### config.mk
export PLATFORM = sky130hd
export DESIGN_NAME = vecr_config_regs
export DESIGN_NICKNAME = d
export VERILOG_FILES = /design/src/rtl/vecr_pkg.sv /design/src/rtl/vecr_config_regs.sv
export SDC_FILE = /design/constraint.sdc
export NUM_CORES = 1
export LEC_CHECK = 0
export BUFFER_PORTS_ARGS = -buffer_cell sky130_fd_sc_hd__buf_2
export CORE_MARGIN = 2
export CORE_UTILIZATION = 30
export DETAILED_ROUTE_END_ITERATION = 8
export PLACE_DENSITY = 0.56
export SLEW_MARGIN = 20
export SYNTH_ARGS = -nofsm -noshare
export SYNTH_HDL_FRONTEND = slang
export SYNTH_SLANG_ARGS = --single-unit
### constraint.sdc
create_clock -name clk_i -period 1.92 [get_ports clk_i]
set_clock_uncertainty 0.15 [all_clocks]
set_input_delay 0.096 -clock clk_i [delete_from_list [all_inputs] [get_ports clk_i]]
set_output_delay 0.096 -clock clk_i [all_outputs]
set_load 0.02 [all_outputs]
### src/rtl/vecr_pkg.sv
// constants shared by the video encoder configuration register bank
package vecr_pkg;

  // ---------------------------------------------------------------
  // serial port addressing and byte length
  // ---------------------------------------------------------------
  localparam logic [6:0] ADDR_PRIMARY = 7'h44;
  localparam logic [6:0] ADDR_ALT     = 7'h46;
  localparam logic [3:0] BITS_BYTE    = 4'h8;

  // ---------------------------------------------------------------
  // subaddresses
  // ---------------------------------------------------------------
  localparam logic [7:0] SA_WSS_LO  = 8'h26;
  localparam logic [7:0] SA_WSS_HI  = 8'h27;
  localparam logic [7:0] SA_BURST_S = 8'h28;
  localparam logic [7:0] SA_BURST_E = 8'h29;
  localparam logic [7:0] SA_CG_O0   = 8'h2A;
  localparam logic [7:0] SA_CG_O1   = 8'h2B;
  localparam logic [7:0] SA_CG_E0   = 8'h2C;
  localparam logic [7:0] SA_CG_E1   = 8'h2D;
  localparam logic [7:0] SA_CG_EN   = 8'h2E;
  localparam logic [7:0] SA_IN_FMT  = 8'h3A;
  localparam logic [7:0] SA_PHASE   = 8'h5A;
  localparam logic [7:0] SA_U_GAIN   = 8'h5B;
  localparam logic [7:0] SA_U_GAIN_T = 8'h5D;
  localparam logic [7:0] SA_STD     = 8'h61;
  localparam logic [7:0] SA_RTC     = 8'h62;

  // ---------------------------------------------------------------
  // reset values and copy guard bit count
  // ---------------------------------------------------------------
  localparam logic [5:0] RST_BURST_S = 6'h21;
  localparam logic [5:0] RST_BURST_E = 6'h1D;
  localparam logic [7:0] RST_IN_FMT  = 8'h03;
  localparam logic [4:0] CG_BITS     = 5'h10;

endpackage

### src/rtl/vecr_config_regs.sv
// serial-port configuration register bank of the video encoder
`timescale 1ns/1ps
`default_nettype none
// Summary of operation
// - answer only the two fixed slave addresses
// - address LSB: 0 write, 1 read
// - start, address, subaddress, data, stop; ack each
// - subaddress advances after every data byte
// - signalling word output whole as 14 bits, built from two registers
// - signalling word always driven; output-on flag sent beside it
// - burst start count, reset 33
// - burst end count, reset 29
// - colour detect from link when selected, enabled
// - field sequence from register or link
// - copy guard bytes sent LSB first
// - copy guard field enable coding
// - chroma format bit, reset straight binary
// - luma format bit, reset straight binary
// - sync source 0 uses sync pins
// - sync source 1 uses embedded codes
// - colour bar bit selects fixed pattern
// - eight-bit subcarrier phase offset
// - U gain scales blue difference
// - U gain ninth bit at 5DH bit 7
// - link enable bit at 62H bit 7
module vecr_config_regs (
  input  wire logic        clk_i,         // 20 MHz clock
  input  wire logic        rst_i,         // sync reset, high
  input  wire logic        scl_i,         // serial clock pin
  input  wire logic        sda_i,         // serial data pin in
  output logic             sda_o,         // serial data out
  output logic             sda_oe_o,      // pull data line low
  input  wire logic        horizontal_sync_pin_i, // h pin
  input  wire logic        vertical_sync_pin_i,   // v pin
  input  wire logic        embedded_h_trig_i,     // decoded h
  input  wire logic        embedded_v_trig_i,     // decoded v
  input  wire logic        realtime_control_input_colour_i,     // link colour bit
  input  wire logic        realtime_control_input_field_seq_i,  // link field bit
  input  wire logic        field_odd_i,       // current field odd
  input  wire logic        cg_start_i,        // after framing code
  input  wire logic        cg_bit_tick_i,     // next bit slot
  output logic [13:0]      widescreen_signalling_bits_o, // word
  output logic             widescreen_output_on_o,  // emit enable
  output logic [5:0]       burst_first_cycle_o,     // burst start
  output logic [5:0]       burst_last_cycle_o,      // burst end
  output logic             colour_detect_o,   // chosen colour bit
  output logic             field_seq_o,       // chosen sequence
  output logic             cg_bit_o,          // copy guard bit
  output logic             cg_busy_o,         // serialiser running
  output logic             chroma_format_sel_o, // 1 straight
  output logic             luma_format_sel_o,   // 1 straight
  output logic             h_trig_o,          // selected h trigger
  output logic             v_trig_o,          // selected v trigger
  output logic             colour_bar_select_o, // fixed bars
  output logic [7:0]       subcarrier_phase_offset_o, // phase
  output logic [8:0]       u_gain_o,          // U gain
  output logic [5:0]       black_level_o      // black level
);

  // ---------------------------------------------------------------
  // pin synchronisers
  // ---------------------------------------------------------------
  logic [1:0] scl_s;
  logic [1:0] sda_s;
  logic [1:0] hs_s;
  logic [1:0] vs_s;
  logic       scl_d;
  logic       sda_d;

  // two flops per pin; only stage 1 is looked at by logic
  always_ff @(posedge clk_i)
  begin
    if (rst_i)
    begin
      scl_s <= 2'h3;
      sda_s <= 2'h3;
      hs_s  <= 2'h0;
      vs_s  <= 2'h0;
      scl_d <= 1'b1;
      sda_d <= 1'b1;
    end
    else
    begin
      scl_s <= {scl_s[0], scl_i};
      sda_s <= {sda_s[0], sda_i};
      hs_s  <= {hs_s[0], horizontal_sync_pin_i};
      vs_s  <= {vs_s[0], vertical_sync_pin_i};
      scl_d <= scl_s[1];
      sda_d <= sda_s[1];
    end
  end

  logic scl_rise;
  logic scl_fall;
  logic start_c;
  logic stop_c;

  // bus conditions seen on the cleaned lines
  assign scl_rise = scl_s[1] & ~scl_d;
  assign scl_fall = ~scl_s[1] & scl_d;
  assign start_c  = scl_s[1] & scl_d & sda_d & ~sda_s[1];
  assign stop_c   = scl_s[1] & scl_d & ~sda_d & sda_s[1];

  // ---------------------------------------------------------------
  // protocol engine
  // ---------------------------------------------------------------
  typedef enum logic [2:0] {
    ST_IDLE, ST_ADDR, ST_SUB, ST_DATA, ST_SKIP
  } vecr_state_t;

  vecr_state_t state;
  logic [7:0]  shreg;
  logic [3:0]  bit_cnt;
  logic [7:0]  subaddr;
  logic        ack_drive;
  logic        addr_hit;
  logic        wr_en;

  assign addr_hit = (shreg[7:1] == vecr_pkg::ADDR_PRIMARY) ||
                    (shreg[7:1] == vecr_pkg::ADDR_ALT);
  // a data byte lands when its ack begins
  assign wr_en = scl_fall && (bit_cnt == vecr_pkg::BITS_BYTE) &&
                 !ack_drive && (state == ST_DATA);

  // byte framing, ack timing and subaddress tracking
  always_ff @(posedge clk_i)
  begin
    if (rst_i || stop_c)
    begin
      state     <= ST_IDLE;
      bit_cnt   <= 4'h0;
      ack_drive <= 1'b0;
      shreg     <= 8'h00;
      subaddr   <= 8'h00;
    end
    else if (start_c)
    begin
      state     <= ST_ADDR;   // repeated start also restarts
      bit_cnt   <= 4'h0;
      ack_drive <= 1'b0;
    end
    else if (state != ST_IDLE && state != ST_SKIP)
    begin
      if (scl_rise && bit_cnt != vecr_pkg::BITS_BYTE)
      begin
        shreg   <= {shreg[6:0], sda_s[1]};
        bit_cnt <= bit_cnt + 4'h1;
      end
      else if (scl_fall && bit_cnt == vecr_pkg::BITS_BYTE)
      begin
        if (!ack_drive)
        begin
          // foreign address: stay silent until the next start
          if (state == ST_ADDR && !addr_hit)
            state <= ST_SKIP;
          else
            ack_drive <= 1'b1; // every taken byte is acked
          if (state == ST_SUB)
            subaddr <= shreg;
        end
        else
        begin
          ack_drive <= 1'b0;
          bit_cnt   <= 4'h0;
          unique case (state)
            // read path is not built: line stays released
            ST_ADDR: state <= shreg[0] ? ST_SKIP : ST_SUB;
            ST_SUB:  state <= ST_DATA;
            ST_DATA: subaddr <= subaddr + 8'h01;
            default: state <= ST_SKIP;
          endcase
        end
      end
    end
  end

  // data line only ever pulled low, so the driven level stays 0
  always_ff @(posedge clk_i)
  begin
    if (rst_i)
    begin
      sda_o    <= 1'b0;
      sda_oe_o <= 1'b0;
    end
    else
    begin
      sda_o    <= 1'b0;
      sda_oe_o <= ack_drive; // one cycle behind, well inside scl low
    end
  end

  // ---------------------------------------------------------------
  // register file
  // ---------------------------------------------------------------
  logic [7:0] wss_lo;
  logic [7:0] wss_hi;
  logic [7:0] burst_s;
  logic [7:0] burst_e;
  logic [7:0] cg_o0;
  logic [7:0] cg_o1;
  logic [7:0] cg_e0;
  logic [7:0] cg_e1;
  logic [1:0] cg_en;
  logic [7:0] in_fmt;
  logic [7:0] phase;
  logic [7:0] u_gain_lo;
  logic [7:0] u_gain_top;
  logic       line_len_sel;
  logic       rtc_en;

  // unmapped subaddresses fall through and are dropped
  always_ff @(posedge clk_i)
  begin
    if (rst_i)
    begin
      wss_lo       <= 8'h00;
      wss_hi       <= 8'h00;             // output off
      burst_s      <= {2'h0, vecr_pkg::RST_BURST_S};
      burst_e      <= {2'h0, vecr_pkg::RST_BURST_E};
      cg_o0        <= 8'h00;
      cg_o1        <= 8'h00;
      cg_e0        <= 8'h00;
      cg_e1        <= 8'h00;
      cg_en        <= 2'h0;
      in_fmt       <= vecr_pkg::RST_IN_FMT;
      phase        <= 8'h00;
      u_gain_lo     <= 8'h00;
      u_gain_top    <= 8'h00;
      line_len_sel <= 1'b0;
      rtc_en       <= 1'b0;
    end
    else if (wr_en)
    begin
      unique case (subaddr)
        vecr_pkg::SA_WSS_LO:  wss_lo    <= shreg;
        vecr_pkg::SA_WSS_HI:  wss_hi    <= shreg;
        vecr_pkg::SA_BURST_S: burst_s   <= shreg;
        vecr_pkg::SA_BURST_E: burst_e   <= shreg;
        vecr_pkg::SA_CG_O0:   cg_o0     <= shreg;
        vecr_pkg::SA_CG_O1:   cg_o1     <= shreg;
        vecr_pkg::SA_CG_E0:   cg_e0     <= shreg;
        vecr_pkg::SA_CG_E1:   cg_e1     <= shreg;
        vecr_pkg::SA_CG_EN:   cg_en     <= shreg[7:6];
        vecr_pkg::SA_IN_FMT:  in_fmt    <= shreg;
        vecr_pkg::SA_PHASE:   phase     <= shreg;
        vecr_pkg::SA_U_GAIN:   u_gain_lo  <= shreg;
        vecr_pkg::SA_U_GAIN_T: u_gain_top <= shreg;
        vecr_pkg::SA_STD:     line_len_sel <= shreg[0];
        vecr_pkg::SA_RTC:     rtc_en    <= shreg[7];
        default: ;
      endcase
    end
  end

  // ---------------------------------------------------------------
  // field outputs
  // ---------------------------------------------------------------
  // all outputs registered; fields follow their register a cycle on
  always_ff @(posedge clk_i)
  begin
    if (rst_i)
    begin
      widescreen_signalling_bits_o <= 14'h0000;
      widescreen_output_on_o       <= 1'b0;
      burst_first_cycle_o          <= vecr_pkg::RST_BURST_S;
      burst_last_cycle_o           <= vecr_pkg::RST_BURST_E;
      chroma_format_sel_o          <= 1'b1;
      luma_format_sel_o            <= 1'b1;
      colour_bar_select_o          <= 1'b0;
      subcarrier_phase_offset_o    <= 8'h00;
      u_gain_o                     <= 9'h000;
      black_level_o                <= 6'h00;
    end
    else
    begin
      // aspect 3..0, services 7..4, subtitles 10..8, spare 13..11
      widescreen_signalling_bits_o <= {wss_hi[5:0], wss_lo};
      widescreen_output_on_o       <= wss_hi[7];
      burst_first_cycle_o          <= burst_s[5:0];
      burst_last_cycle_o           <= burst_e[5:0];
      chroma_format_sel_o          <= in_fmt[0];
      luma_format_sel_o            <= in_fmt[1];
      colour_bar_select_o          <= in_fmt[7];
      subcarrier_phase_offset_o    <= phase;
      u_gain_o <= {u_gain_top[7], u_gain_lo};
      black_level_o                <= u_gain_top[5:0];
    end
  end

  // link selections only count while the link enable is set
  always_ff @(posedge clk_i)
  begin
    if (rst_i)
    begin
      colour_detect_o <= 1'b0;
      field_seq_o     <= 1'b0;
    end
    else
    begin
      colour_detect_o <= burst_s[7] & rtc_en & realtime_control_input_colour_i;
      field_seq_o <= (burst_s[6] & rtc_en) ? realtime_control_input_field_seq_i
                                           : line_len_sel;
    end
  end

  // sync source: pins by default, embedded codes when selected
  always_ff @(posedge clk_i)
  begin
    if (rst_i)
    begin
      h_trig_o <= 1'b0;
      v_trig_o <= 1'b0;
    end
    else if (in_fmt[4])
    begin
      h_trig_o <= embedded_h_trig_i;
      v_trig_o <= embedded_v_trig_i;
    end
    else
    begin
      h_trig_o <= hs_s[1];
      v_trig_o <= vs_s[1];
    end
  end

  // ---------------------------------------------------------------
  // copy guard serialiser
  // ---------------------------------------------------------------
  logic [15:0] cg_shift;
  logic [4:0]  cg_left;
  logic        cg_field_on;

  // bit 0 of cg_en is the odd-field enable, bit 1 the even one
  assign cg_field_on = field_odd_i ? cg_en[0] : cg_en[1];

  // first byte then second, each LSB first; parity is the host's job
  always_ff @(posedge clk_i)
  begin
    if (rst_i)
    begin
      cg_shift  <= 16'h0000;
      cg_left   <= 5'h00;
      cg_bit_o  <= 1'b0;
      cg_busy_o <= 1'b0;
    end
    else if (cg_start_i && cg_field_on)
    begin
      cg_shift  <= field_odd_i ? {cg_o1, cg_o0}
                               : {cg_e1, cg_e0};
      cg_left   <= vecr_pkg::CG_BITS;
      cg_busy_o <= 1'b1;
    end
    else if (cg_bit_tick_i && cg_left != 5'h00)
    begin
      cg_bit_o  <= cg_shift[0];
      cg_shift  <= {1'b0, cg_shift[15:1]};
      cg_left   <= cg_left - 5'h01;
      cg_busy_o <= (cg_left != 5'h01);
    end
  end
endmodule
`default_nettype wire

# --- Word-level counts from Yosys, hierarchy flattened ---
# Cells that the tools add are included.
word_totals:
  reg_bits: 213
  wordCells: 168
classes:
  n_addsub: 3
  eq_ne: 28
  n_mux: 27
  n_bitwise: 17
  reduce_logical: 46
ops:
  columns: ["cell", "count"]
  rows:
  - ["== test 8 x 6 -> 1 bit, second input constant", 10]
  - ["two-way mux 16 bit", 3]
  - ["== test 8 x 7 -> 1 bit, second input constant", 5]
  - ["AND reduction 2 bit", 16]
  - ["two-way mux 8 bit", 3]
  - ["== test 7 bit, second input constant", 2]
  - ["nonzero test 2 bit", 7]
  - ["two-way mux 1 bit", 12]
  - ["two-way mux 4 bit", 3]
  - ["AND 1 bit", 10]
  - ["two-way mux 5 bit", 2]
  - ["AND reduction 5 bit", 2]
  - ["two-way mux 3 bit", 3]
  - ["one-hot mux 3 bit (3 select lines)", 1]
  - ["AND reduction 3 bit", 3]
  - ["adder 8 x 1 -> 8 bit, second input constant", 1]
  - ["logical AND 1 bit", 8]
  - ["NOT 1 bit", 7]
  - ["== test 3 x 2 -> 1 bit, second input constant", 2]
  - ["inequality test 3 bit, second input constant", 2]
  - ["AND reduction 6 bit", 1]
  - ["nonzero test 3 bit", 2]
  - ["inequality test 5 x 1 -> 1 bit, second input constant", 1]
  - ["nonzero test 5 bit", 1]
  - ["10 further kinds", 14]

# --- Depth between registers and ports, before layout ---
logic_depth:
  ltp_word: 10
  mapped_depth: 9

# --- Least setup slack after synthesis ---
# Ideal clock, no wire load.
synth_path:
  kind: "register to register"
  from: "register bit_cnt[0]"
  to: "register subaddr[6]"
  setup_time_ns: 0.071
  t_arrival_ns: 1.733
  required_time_ns: 1.699
  path_slack_ns: -0.034
  stages_incl_launch_ff: 9
  path_buffers: 1
  synth_period_minus_slack_ns: 1.954
  path_cell_list: "dfxtp_1 > inv_1 > ha_1 > nand3b_4 > or4_4 > buf_6 > o32ai_2 > nand2_1 > a21oi_1"
synth_via:
  elab_chain_len: 4
  elab_cells_between_ends: 6
synth_lines:
  columns: ["item", "line_no", "source"]
  rows:
  - ["from (decl)", "vecr_config_regs.sv:113", "logic [3:0] bit_cnt;"]
  - ["from (signal assigned)", "vecr_config_regs.sv:147", "bit_cnt <= bit_cnt + 4'h1;"]
  - ["inequality test 4 bit", "vecr_config_regs.sv:144", "if (scl_rise && bit_cnt != vecr_pkg::BITS_BYTE)"]
  - ["logical AND 1 bit", "vecr_config_regs.sv:144", null]
  - ["NOT 1 bit (no line)", null, null]
  - ["AND reduction 6 bit (no line) *", null, null]
  - ["to (signal assigned)", "vecr_config_regs.sv:159", "subaddr <= shreg;"]
  - ["to (signal assigned)", "vecr_config_regs.sv:169", "ST_DATA: subaddr <= subaddr + 8'h01;"]
  - ["to (decl)", "vecr_config_regs.sv:114", "logic [7:0] subaddr;"]
# Every way passes the cells marked *; elsewhere a longest branch is shown, timed or not.
# A chain may end at the register's enable or synchronous reset.

# --- Final worst setup path ---
layout_path:
  from: "register cg_left[1]"
  to: "register cg_shift[9]"
layout_via:
  elab_chain_len: 3
layout_lines:
  columns: ["item", "line_no", "source"]
  rows:
  - ["from (decl)", "vecr_config_regs.sv:330", "logic [4:0] cg_left;"]
  - ["from (signal assigned)", "vecr_config_regs.sv:350", "cg_left <= vecr_pkg::CG_BITS;"]
  - ["from (signal assigned)", "vecr_config_regs.sv:357", "cg_left <= cg_left - 5'h01;"]
  - ["nonzero test 5 bit", "vecr_config_regs.sv:353", "else if (cg_bit_tick_i && cg_left != 5'h00)"]
  - ["logical AND 1 bit", "vecr_config_regs.sv:353", null]
  - ["nonzero test 2 bit (no line)", null, null]
  - ["to (signal assigned)", "vecr_config_regs.sv:348", "cg_shift <= field_odd_i ? {cg_o1, cg_o0}"]
  - ["to (signal assigned)", "vecr_config_regs.sv:356", "cg_shift <= {1'b0, cg_shift[15:1]};"]
  - ["to (decl)", "vecr_config_regs.sv:329", "logic [15:0] cg_shift;"]
# Every way passes these cells.

==> metrics.md <==
| Metric | Value |
|---|---|
| Grt ovf | `0` |
| R2R cell count | `7` |
| Drc violations | `0` |
| Worst slew margin | `0.5865` |
| CTS clk-pin slew, worst paths | `0.06 ns` |
| Fraction of layout cells with a size suffix above 1 | `0.3190` |
| Initial DRC Count | `~400` |
| Distinct cells, synth | `66` |
| CP endpoint kind | `flip-flop` |
| Top-Level Pins | `74` |
| Post-DR wirelength/cell | `roughly 15 um` |
| Worst R2R End | `cg_shift[9]` |
| Area Growth Syn to Fin | `36.95%` |
| CTS root buf | `clkbuf_16` |
| Final setup viols | `23` |
| Data arrival, critical path | `2.27 ns` |
| GRT Overall Usage | `0.1311` |
| Core area | `25,840 um^2` |
| Max Clk Rate | `roughly 0.5 GHz` |
| Hold Vio Cnt, Final | `0` |
| Kind of critical path | `flip-flop to flip-flop` |
| Top cells by area, synth | `dfxtp_1, nand2_1, mux2i_1, nor2b_1, o21ai_0` |
| Final Cell Area | `approximately 11,000 um^2` |
| TritonCTS clock tree | `done` |
| Synthesis-stage register bit count | `around 210` |
| Largest family of logic cells by synthesized area | `simple AND/OR/NAND/NOR gates` |
| Hold_sp | `field_odd_i` |
| Syn Nets | `between 800 and 900` |
| Fin util | `0.4154` |
| Total CTS buffers | `23` |
| Routed vias | `slightly above 6,000` |
| Vias per cell | `4.643` |
| Simple-gate area share of the yosys netlist | `0.2344` |
| Clock buffer depth | `3` |
| Placer Congestion | `~0.8` |
| Hpwl dp | `approximately 12 mm` |
| DR pass1 iterations | `4` |
| EDFF count, synth | `0` |
| H-tree depth | `1` |
| Pleak | `~4.2 nW` |
| Max Slew Vio Count | `0` |
| Row count | `around 60` |
| Multiplexer area fraction after synthesis | `0.05125` |
| Design Power | `about 10 mW` |
| Slew of the pin with the lowest slew margin | `between 0.6 and 0.7 ns` |
| Syn Area/Cell | `approximately 9.4 um^2` |
| Post-synth ARST share | `0` |
| Post-synthesis xor/xnor area fraction | `0.005588` |
| YS warnings | `0` |
| Synth Instances | `roughly 840` |
| Number of diodes | `0` |
| Nets | `about 1,000` |
| Fin worst setup slack | `-0.09471 ns` |
| Failing checks | `setup timing` |
| Worst Path Max Fanout | `4` |
| Register area share after synthesis | `0.5288` |
| Reg2Reg Setup Slack | `-0.09 ns` |
| Initial Utilization | `0.3033` |
| Synth Area in Compound Gates | `0.1172` |
| Synth top area share | `0.5288` |
| WP data required | `about 2.2 ns` |
| RSZ-0062 raised after global routing | `yes` |
| Main synth FF type | `dfxtp_1` |
| Most common cell after layout, fill and taps aside | `dfxtp_1` |
| Hold endpoint | `cg_left[3]` |
| Setup TNS | `-0.9625 ns` |
| Yosys top cell by area | `dfxtp_1` |
| CP startpoint kind | `flip-flop` |
| PortBufs | `between 70 and 80` |
| DP Worst Slack | `-0.1342 ns` |
| Max cap viols | `0` |
| Die Wd | `approximately 170 um` |
| Synth Area in Adders | `0.01277` |
| Power per cell area | `slightly above 900 nW/um^2` |
| Final WL | `between 15 and 20 mm` |
| Initial antenna violation count | `0` |
| DIE HEIGHT | `~170 um` |
| Crit Reg-Reg Startpoint | `cg_left[1]` |
| Status | `complete, but fails checks` |
| Period utilisation layout | `1.049` |
| Worst Hold Depth | `4` |
| Most frequent cells in the layout | `dfxtp_1, nand2_1, buf_2` |
| Clk Latency, worst-skew pair | `about 0.52 ns` |
| ANT nets after route | `0` |
| Hold/Removal Path Class | `primary input to flip-flop` |
| Vias in the first global route | `5,793` |
| Largest net degree at the start of global routing | `66` |
| First-pass GRT wire length | `30.13 mm` |
| Clk sinks | `207` |
| Min cycle time layout | `2.015 ns` |
| Placed instance area | `between 9000 and 10,000 um^2` |
| Synthesized area | `between 7000 and 8000 um^2` |
| Die area | `roughly 27,000 um^2` |
| Worst vdd ir | `around 0.66 mV` |
## sequential cells by signal, indices dropped and copies added (netlist names), 5 cells and up
name                          cells
burst_s                           8
shreg                             8
burst_e                           6
cg_left                           5
u_gain_o                          9
burst_first_cycle_o               6
cg_o0                             8
burst_last_cycle_o                6
u_gain_lo                         8
cg_e1                             8
subcarrier_phase_offset_o         8
cg_e0                             8
wss_lo                            8
cg_shift                         16
phase                             8
black_level_o                     6
subaddr                           8
cg_o1                             8
wss_hi                            7
widescreen_signalling_bits_o     14
u_gain_top                        7
## synthesized netlist by cell type (4+ instances only)
master,count
ha_1,8
dfxtp_1,207
mux2i_1,39
buf_4,4
o21ai_0,46
a21oi_1,37
or2_2,9
inv_1,32
buf_2,16
clkbuf_1,34
nand3_1,14
o21ai_1,7
a211oi_1,18
nand2_1,114
nor3_1,13
a31oi_1,5
nor2_1,53
nor2b_1,57
nand3b_1,12
xnor2_1,4
nor4_1,7
a311oi_1,15
nand2b_1,27
## worst max-delay path by stage
| stage | from | cells past startpoint | to |
|---|---|---|---|
| floorplan | bit_cnt[0] | 8 | subaddr[6] |
| global placement | bit_cnt[0] | 8 | subaddr[3] |
| detailed placement | cg_left[1] | 5 | cg_left[1] |
| CTS | bit_cnt[0] | 9 | cg_e1[2] |
| global route | cg_left[1] | 7 | cg_shift[10] |
| finish | cg_left[1] | 7 | cg_shift[9] |
## worst max-delay path: stages, from the launching register on
cell	delay, ns
dfxtp_4	0.36
inv_4	0.06
ha_4	0.12
or3b_4	0.39
o21ai_4	0.31
clkbuf_16	0.22
nand2_1	0.06
a311oi_2	0.24
## where the power goes
| part | internal [mW] | leakage [nW] | switching (mW) | total, mW |
|---|---|---|---|---|
| Clock | 2.89 | 0.396 | 1.77 | 4.66 |
| Combinational | 0.491 | 2.13 | 0.500 | 0.991 |
| Sequential | 4.35 | 1.67 | 0.0415 | 4.39 |
## kinds of logic (layout without fill, tap and decap cells)
kind of cell | after synthesis | after routing
AOI/OAI and AO/OA | 148 | 148
xor gates and xnor gates | 5 | 5
adders and majority gates | 8 | 8
buffers and inverters | 90 | 249
DFF | 207 | 207
muxes | 40 | 40
other | 1 | 1
and+or+nand+nor | 339 | 339
## per-stage QoR
step	hold WS, ns	std cells
2_1_floorplan	0.04981	838
3_3_place_gp	0.1308	1266
3_5_place_dp	0.1326	1266
4_1_cts	0.08832	1323
5_1_grt	0.1625	1332
6_report	0.1464	1332
## cell type report
type	count	area (um^2)
fillers	2501	15110
flip-flops and latches	207	4149
multi-input cells	541	3797
repair buffers	176	1430
clock buffers	35	690.7
well taps	335	419.2
inverters	33	126.4
clock inverters	5	118.9
## per-layer routing
metal  vias to the layer above  GRT usage  share of wire  wire [um]
li1                       3147          -              -          -
met1                      2912     0.1782           0.48       9196
met2                       102     0.2141           0.46       8980
met3                        24    0.02413          0.044        852
met4                         0    0.03592          0.016        316
met5                         -          0              0          0
## timing repair
item / in CTS / in global routing
resized for setup: 13 / 137
endpoints found under the setup margin: 98 / 117
hold buffers: 14 / 0
gates cloned: 0 / 6
pin swaps: 8 / 55
endpoints found under the hold margin: 49 / 0
buffers inserted: 3 / 3
No activity file was read; power rests on OpenSTA's default activity.
